`src/rtl/sslr_pkg.sv`:
```
// Purpose: Constants for the secondary serial rate configuration block
// Assumes: Rates are expressed in Hz, 20-bit unsigned
// Notes: Rate table index 0 stands for automatic detection
package sslr_pkg;
   localparam logic [7:0] SSLR_REG_OFFSET = 8'h33;
   localparam logic [7:0] SSLR_REG_RESET = 8'h00;
   localparam int SSLR_SEL_MSB = 7;
   localparam int SSLR_SEL_LSB = 2;
   localparam int SSLR_TOL_BIT = 1;
   localparam logic [5:0] SSLR_CODE_AUTO = 6'h00;
   localparam logic [5:0] SSLR_CODE_FIRST = 6'h01;
   localparam logic [5:0] SSLR_CODE_LAST = 6'h28;
   localparam logic [2:0] SSLR_TOL_TIGHT_PCT = 3'h1;
   localparam logic [2:0] SSLR_TOL_LOOSE_PCT = 3'h5;
   localparam logic [6:0] SSLR_PCT_SCALE = 7'h64;
   localparam int SSLR_RATE_W = 20;

   typedef logic [SSLR_RATE_W-1:0] sslr_rate_t;

   localparam sslr_rate_t SSLR_NOM [0:40] = '{0,
      768000, 614400, 512000, 438857, 384000, 341333, 307200, 256000,
      219429, 192000, 170667, 153600, 128000, 109714, 96000, 85333,
      76800, 64000, 54857, 48000, 42667, 38400, 32000, 27429,
      24000, 21333, 19200, 16000, 13714, 12000, 10667, 9600,
      8000, 6857, 6000, 5333, 4800, 4000, 3429, 3000};
   localparam sslr_rate_t SSLR_LO [0:40] = '{0,
      670320, 536256, 446880, 383040, 335160, 297920, 268128, 223440,
      191520, 167580, 148960, 134064, 111720, 95760, 83790, 74480,
      67032, 55860, 47880, 41895, 37240, 33516, 27930, 23940,
      20947, 18620, 16758, 13965, 11970, 10473, 9310, 8379,
      6982, 5985, 5236, 4655, 4189, 3491, 2992, 2618};
   localparam sslr_rate_t SSLR_HI [0:40] = '{0,
      791040, 632832, 527360, 452022, 395520, 351573, 316416, 263680,
      226011, 197760, 175786, 158208, 131840, 113005, 98880, 87893,
      79104, 65920, 56502, 49440, 43946, 39552, 32960, 28251,
      24720, 21973, 19776, 16480, 14125, 12360, 10986, 9888,
      8240, 7062, 6180, 5493, 4944, 4120, 3531, 3090};

   typedef enum logic [1:0] {
      SSLR_IDLE = 2'b00,
      SSLR_SCAN = 2'b01
   } sslr_state_t;
endpackage : sslr_pkg

```
`src/rtl/sslr_rate_table.sv`:
```
// Purpose: Maps a rate selection code to nominal rate and allowed range
// Assumes: Codes above the last defined one are reserved
// Notes: Purely combinational lookup
`timescale 1ns/100ps
`default_nettype none
module sslr_rate_table
   import sslr_pkg::*;
(
   input wire logic [5:0] code_i,
   output logic [SSLR_RATE_W-1:0] nom_o,
   output logic [SSLR_RATE_W-1:0] lo_o,
   output logic [SSLR_RATE_W-1:0] hi_o,
   output logic defined_o
);
   wire logic in_table;
   assign in_table = (code_i >= SSLR_CODE_FIRST) && (code_i <= SSLR_CODE_LAST);
   assign defined_o = in_table;
   assign nom_o = in_table ? SSLR_NOM[code_i] : '0;
   assign lo_o = in_table ? SSLR_LO[code_i] : '0;
   assign hi_o = in_table ? SSLR_HI[code_i] : '0;
endmodule : sslr_rate_table
`default_nettype wire

```
`src/rtl/sslr_core.sv`:
```
// Purpose: Secondary serial link rate configuration register and rate check
// Assumes: Register port and measured rate are synchronous to clk_i
// Notes: Auto mode scans the rate table one code per cycle
`timescale 1ns/100ps
`default_nettype none
////////////////////////////////////////////////////////////////////////////////
// What this block does
// RL1: Six-bit rate select in bits 7..2, reset zero; zero means automatic detection.
// RL2: Code 1 selects 768000 Hz nominal, allowed 670320 to 791040 Hz.
// RL3: Code 20 selects 48000 Hz, allowed 41895 to 49440; others follow table.
// RL4: Code 40 selects 3000 Hz, allowed 2618 to 3090 Hz.
// RL5: Host must not write reserved codes 41 to 63.
// RL6: Tolerance bit clear: auto detection accepts standard rates within 1 percent.
// RL7: Tolerance bit set: auto detection accepts standard rates within 5 percent.
// RL8: Bit 0 reserved, reads zero, host writes zero.
module sslr_core
   import sslr_pkg::*;
(
   input wire logic clk_i,
   input wire logic arst_n_i,
   input wire logic ce_i,
   input wire logic [7:0] reg_addr_i,
   input wire logic reg_wr_i,
   input wire logic [7:0] reg_wdata_i,
   input wire logic reg_rd_i,
   output logic [7:0] reg_rdata_o,
   input wire logic meas_valid_i,
   input wire logic [SSLR_RATE_W-1:0] meas_rate_i,
   output logic busy_o,
   output logic done_o,
   output logic rate_ok_o,
   output logic [5:0] rate_code_o,
   output logic [5:0] secondary_rate_select_o,
   output logic secondary_rate_tolerance_o,
   output logic reserved_sel_o
);
   ////////////////////////////////////////////////////////////////////////////
   // Register
   logic [5:0] rate_select;
   logic tolerance;
   logic [7:0] rdata;
   wire logic hit_addr;
   wire logic [7:0] reg_value;

   assign hit_addr = (reg_addr_i == SSLR_REG_OFFSET);
   assign reg_value = {rate_select, tolerance, 1'b0};

   // RL1: select field storage
   always_ff @(posedge clk_i or negedge arst_n_i) begin
      if (!arst_n_i) begin
         rate_select <= SSLR_REG_RESET[SSLR_SEL_MSB:SSLR_SEL_LSB];
         tolerance <= SSLR_REG_RESET[SSLR_TOL_BIT];
      end else if (ce_i && reg_wr_i && hit_addr) begin
         rate_select <= reg_wdata_i[SSLR_SEL_MSB:SSLR_SEL_LSB];
         tolerance <= reg_wdata_i[SSLR_TOL_BIT];
      end
   end

   // RL8: reserved bit reads zero
   always_ff @(posedge clk_i or negedge arst_n_i) begin
      if (!arst_n_i) begin
         rdata <= 8'h00;
      end else if (ce_i && reg_rd_i) begin
         rdata <= hit_addr ? reg_value : 8'h00;
      end
   end

   assign reg_rdata_o = rdata;
   assign secondary_rate_select_o = rate_select;
   assign secondary_rate_tolerance_o = tolerance;
   assign reserved_sel_o = (rate_select > SSLR_CODE_LAST);

   ////////////////////////////////////////////////////////////////////////////
   // Rate check
   sslr_state_t state;
   logic [5:0] idx;
   logic [SSLR_RATE_W-1:0] meas;
   logic scan_auto;
   logic scan_tol;
   logic done;
   logic ok;
   logic [5:0] code_out;
   wire logic [SSLR_RATE_W-1:0] t_nom;
   wire logic [SSLR_RATE_W-1:0] t_lo;
   wire logic [SSLR_RATE_W-1:0] t_hi;
   wire logic t_def;
   wire logic range_hit;
   wire logic tol_hit;
   wire logic hit;
   wire logic last;

   // RL3 RL4: rate table lookup
   sslr_rate_table u_table (
      .code_i(idx),
      .nom_o(t_nom),
      .lo_o(t_lo),
      .hi_o(t_hi),
      .defined_o(t_def)
   );

   function automatic logic within_pct(input logic [SSLR_RATE_W-1:0] m,
                                       input logic [SSLR_RATE_W-1:0] n,
                                       input logic [2:0] pct);
      logic [SSLR_RATE_W-1:0] diff;
      logic [27:0] lhs;
      logic [27:0] rhs;
      diff = (m > n) ? (m - n) : (n - m);
      lhs = 28'(diff) * 28'(SSLR_PCT_SCALE);
      rhs = 28'(n) * 28'(pct);
      return lhs <= rhs;
   endfunction : within_pct

   // RL2: forced code range check
   assign range_hit = t_def && (meas >= t_lo) && (meas <= t_hi);
   // RL6 RL7: tolerance select
   assign tol_hit = t_def && within_pct(meas, t_nom,
                    scan_tol ? SSLR_TOL_LOOSE_PCT : SSLR_TOL_TIGHT_PCT);
   assign hit = scan_auto ? tol_hit : range_hit;
   assign last = !scan_auto || (idx == SSLR_CODE_LAST);

   // RL1: auto scan or forced code
   always_ff @(posedge clk_i or negedge arst_n_i) begin
      if (!arst_n_i) begin
         state <= SSLR_IDLE;
         idx <= SSLR_CODE_AUTO;
         meas <= '0;
         scan_auto <= 1'b0;
         scan_tol <= 1'b0;
         done <= 1'b0;
         ok <= 1'b0;
         code_out <= SSLR_CODE_AUTO;
      end else if (ce_i) begin
         done <= 1'b0;
         unique case (state)
            SSLR_IDLE: begin
               if (meas_valid_i) begin
                  meas <= meas_rate_i;
                  scan_auto <= (rate_select == SSLR_CODE_AUTO);
                  scan_tol <= tolerance;
                  idx <= (rate_select == SSLR_CODE_AUTO) ? SSLR_CODE_FIRST : rate_select;
                  state <= SSLR_SCAN;
               end
            end
            SSLR_SCAN: begin
               if (hit || last) begin
                  ok <= hit;
                  code_out <= hit ? idx : SSLR_CODE_AUTO;
                  done <= 1'b1;
                  state <= SSLR_IDLE;
               end else begin
                  idx <= idx + 6'h01;
               end
            end
         endcase
      end
   end

   assign busy_o = (state == SSLR_SCAN);
   assign done_o = done;
   assign rate_ok_o = ok;
   assign rate_code_o = code_out;
endmodule : sslr_core
`default_nettype wire

```
`config.mk`:
```
export PLATFORM = sky130hd
export DESIGN_NAME = sslr_core
export DESIGN_NICKNAME = d
export VERILOG_FILES = /design/src/rtl/sslr_pkg.sv /design/src/rtl/sslr_rate_table.sv /design/src/rtl/sslr_core.sv
export SDC_FILE = /design/constraint.sdc
export NUM_CORES = 1
export LEC_CHECK = 0
export BUFFER_PORTS_ARGS = -buffer_cell sky130_fd_sc_hd__buf_4
export CAP_MARGIN = 20
export CORE_ASPECT_RATIO = 1.2
export CORE_MARGIN = 4
export CORE_UTILIZATION = 50
export DETAILED_ROUTE_END_ITERATION = 16
export PLACE_DENSITY = 0.76
export SKIP_LAST_GASP = 1
export SLEW_MARGIN = 20
export SYNTH_ARGS = -nofsm -noshare
export SYNTH_HDL_FRONTEND = slang
export SYNTH_SLANG_ARGS = --single-unit
```
`constraint.sdc`:
```
create_clock -name clk_i -period 13.8 [get_ports clk_i]
set_input_delay 0.69 -clock clk_i [delete_from_list [all_inputs] [get_ports clk_i]]
set_output_delay 0.69 -clock clk_i [all_outputs]
set_load 0.02 [all_outputs]
```
==> results_dict.tcl <==
set metrics [dict create \
    fmax_ghz 0.0824 \
    cts-root-buf "clkbuf_16" \
    rr_worst_depth 40 \
    cp_data_required_time_ns 14.00 \
    antenna_found_initial 0 \
    initial_utilization_pct 50.7 \
    r2r_end "idx[0]" \
    register_area_mm2 0.00128 \
    clk_pin_slew_ns 0.09 \
    holdBufCountCts 0 \
    synth_area_leaders "ha_1 23%, dfrtp_1 11%, a21oi_1 6.2%, o21ai_0 4.8%, nand2_1 4.4%" \
    postPlaceCellArea_mm2 0.0120 \
    crit_end "idx[0]" \
    grt_pass1_vias 11355 \
    multiInputGateArea_mm2 0.00926 \
    worstSetupStartpoint "idx[1]" \
    drc 0 \
    synth_top_cells_by_count "207 x ha_1, 142 x a21oi_1, 132 x nand2_1" \
    skew_ns 0.0119 \
    drt_iter0_drc 1360 \
    setup_viol 0 \
    tritoncts "yes" \
    clkLatencyLatePin_ns 0.31 \
    die-area_mm2 0.0253 \
    die-width_um 146 \
    syn_inst 1524 \
    crit_type "flop to flop" \
    clock_sinks 51 \
    drv_cap 0 \
    gp_congestion 1.08 \
    relSlewSlack_pct 44.1 \
    antennaDiodeCount 0 \
    r2r_slack_ns 1.66 \
    synth_cell_types 84 \
    first_pass_iters 8 \
    layout-drive-gt1-share_pct 10.4 \
    synth_area_mm2 0.0114 \
    max_stage_delay_ns 0.72 \
    cts_made_buffers 5 \
    synth_top_area_share_pct 22.7 \
    core.rowCount 60 \
    synth_edf_count 0 \
    synth-main-ff-cell "dfrtp_1" \
    fin_area_mm2 0.0122 \
    fill_cells 2142 \
    viasPerCell 6.45 \
    rsz0062_at_grt "no" \
    ys_async_sr_fraction_pct 100 \
    coreArea_mm2 0.0224 \
    worstPathArrival_ns 12.33 \
    critPathCaptureType "flop" \
    die_y_um 173 \
    critPathMaxFanout 15 \
    grt_usage_pct 30.1 \
    hpwl_um 30800 \
    wl_um 39300 \
    cts_setup_buffers 0 \
    yosysWarnings 0 \
    tns_ns 0 \
    ioPinCount 67 \
    vias 11665 \
    tightest_slew_ns 0.838 \
    clk_path_buf_depth 2 \
    grt_max_degree 79 \
    finalMaxSlewViolations 0 \
    syn_to_final_growth_pct 6.96 \
    hold_violations 0 \
    synth_most_common_cell "ha_1" \
    synth_area_leader_cell "ha_1" \
    ys_ff_latch 51 \
    hold_class "input pin to async pin" \
    cts_max_level 2 \
    cp-start-kind "flop" \
    worst_slack_ns 1.66 \
    final_util_pct 54.3 \
    yosysSeqAreaShare_pct 11.2 \
    synth_nets 1791 \
    ant_nets 0 \
    cts.repair.resized 0 \
    syn_avg_cell_area_um2 7.47 \
    cpMaxStageDelayCell "a211oi_4" \
    crit_top_cell "ha_1" \
    period_minus_slack_ns 12.14 \
    reg2reg_from "idx[1]" \
    pre_cts_ws_ns 2.06 \
    grt_pass1_wl_um 61800 \
    finalNetCount 1796 \
    finalCritPeriodShare_pct 87.9 \
    status "finished clean" \
    post_drt_wl_per_cell_um 21.7 \
    numPortBuffers 64 \
    gr-total-overflow 0 \
]
[through the flow]
stage	instances	hold slack [ns]
5_1_grt	1809	0.468
6_report	1809	0.420
3_5_place_dp	1801	0.471
4_1_cts	1809	0.449
3_3_place_gp	1801	0.465
2_1_floorplan	1524	0.394
[per-layer routing]
metal	GRT usage [%]	vias up	share of wire (%)
met2	53.1	544	49
li1	-	5533	-
met4	14.8	0	5.6
met5	0	-	0
met3	2.43	143	6.1
met1	36.8	5445	39
[worst max-delay path, delay by kind of cell, from the launching register on]
kind	cells	cell delay (ns)
compound gates	19	4.78
fa+ha+maj	7	2.88
simple gates	8	2.32
mux	2	0.78
xor+xnor	2	0.59
flops	1	0.38
buf+inv	2	0.27
[state kept, by name (all words and copies together) (netlist names)]
| name | flops |
|---|---|
| state | 1 |
| reg_rdata_o | 7 |
| scan_tol | 1 |
| scan_auto | 1 |
| rate_ok_o | 1 |
| secondary_rate_tolerance_o | 1 |
| idx | 6 |
| secondary_rate_select_o | 6 |
| meas | 20 |
| done_o | 1 |
| rate_code_o | 6 |
[layout make-up]
| type | instances | share of cell area (%) |
|---|---|---|
| clock inverters | 3 | 0.226 |
| inverters | 122 | 3.76 |
| repair buffers | 90 | 5.55 |
| flip-flops and latches | 51 | 10.5 |
| multi-input cells | 1259 | 76.1 |
| well taps | 279 | 2.87 |
| clock buffers | 5 | 1.03 |
[layout by cell type (no fill, tap or decap), drive strengths merged, types with 21 or more instances in the layout]
master  Yosys  final
a21o       55     55
o21ai     117    117
dfrtp      51     51
xnor2      32     32
nand4      24     24
xor2       23     23
nor2b      21     21
a21oi     143    143
mux2       36     36
nor2      113    113
nand3      38     38
nand2     132    132
buf        28     90
nor3       30     30
inv       119    120
ha        207    207
[how the worst min path moves through the flow]
| stage | from | endpoint | slack [ns] | depth (start not counted) |
|---|---|---|---|---|
| 3_3_place_gp | reg_rdata_o[5] | reg_rdata_o[5] | 0.46 | 2 |
| 5_1_grt | arst_n_i | reg_rdata_o[5] | 0.47 | 1 |
| 4_1_cts | arst_n_i | reg_rdata_o[3] | 0.45 | 1 |
| 6_report | arst_n_i | meas[12] | 0.42 | 1 |
| 3_5_place_dp | reg_rdata_o[7] | reg_rdata_o[7] | 0.47 | 2 |
| 2_1_floorplan | arst_n_i | done_o | 0.39 | 0 |
[cell families after synthesis]
group | share of synthesized area [%]
buffers and inverters | 7.45
muxes | 5.09
DFF | 11.2
xor gates and xnor gates | 4.30
adders and majority gates | 25.9
AOI/OAI and AO/OA | 27.9
and+or+nand+nor | 18.1
other | 0.0329
Power is left out: the tool's default activity adds up to more than one toggle a clock period on the data nets, which glitch-free logic cannot reach.
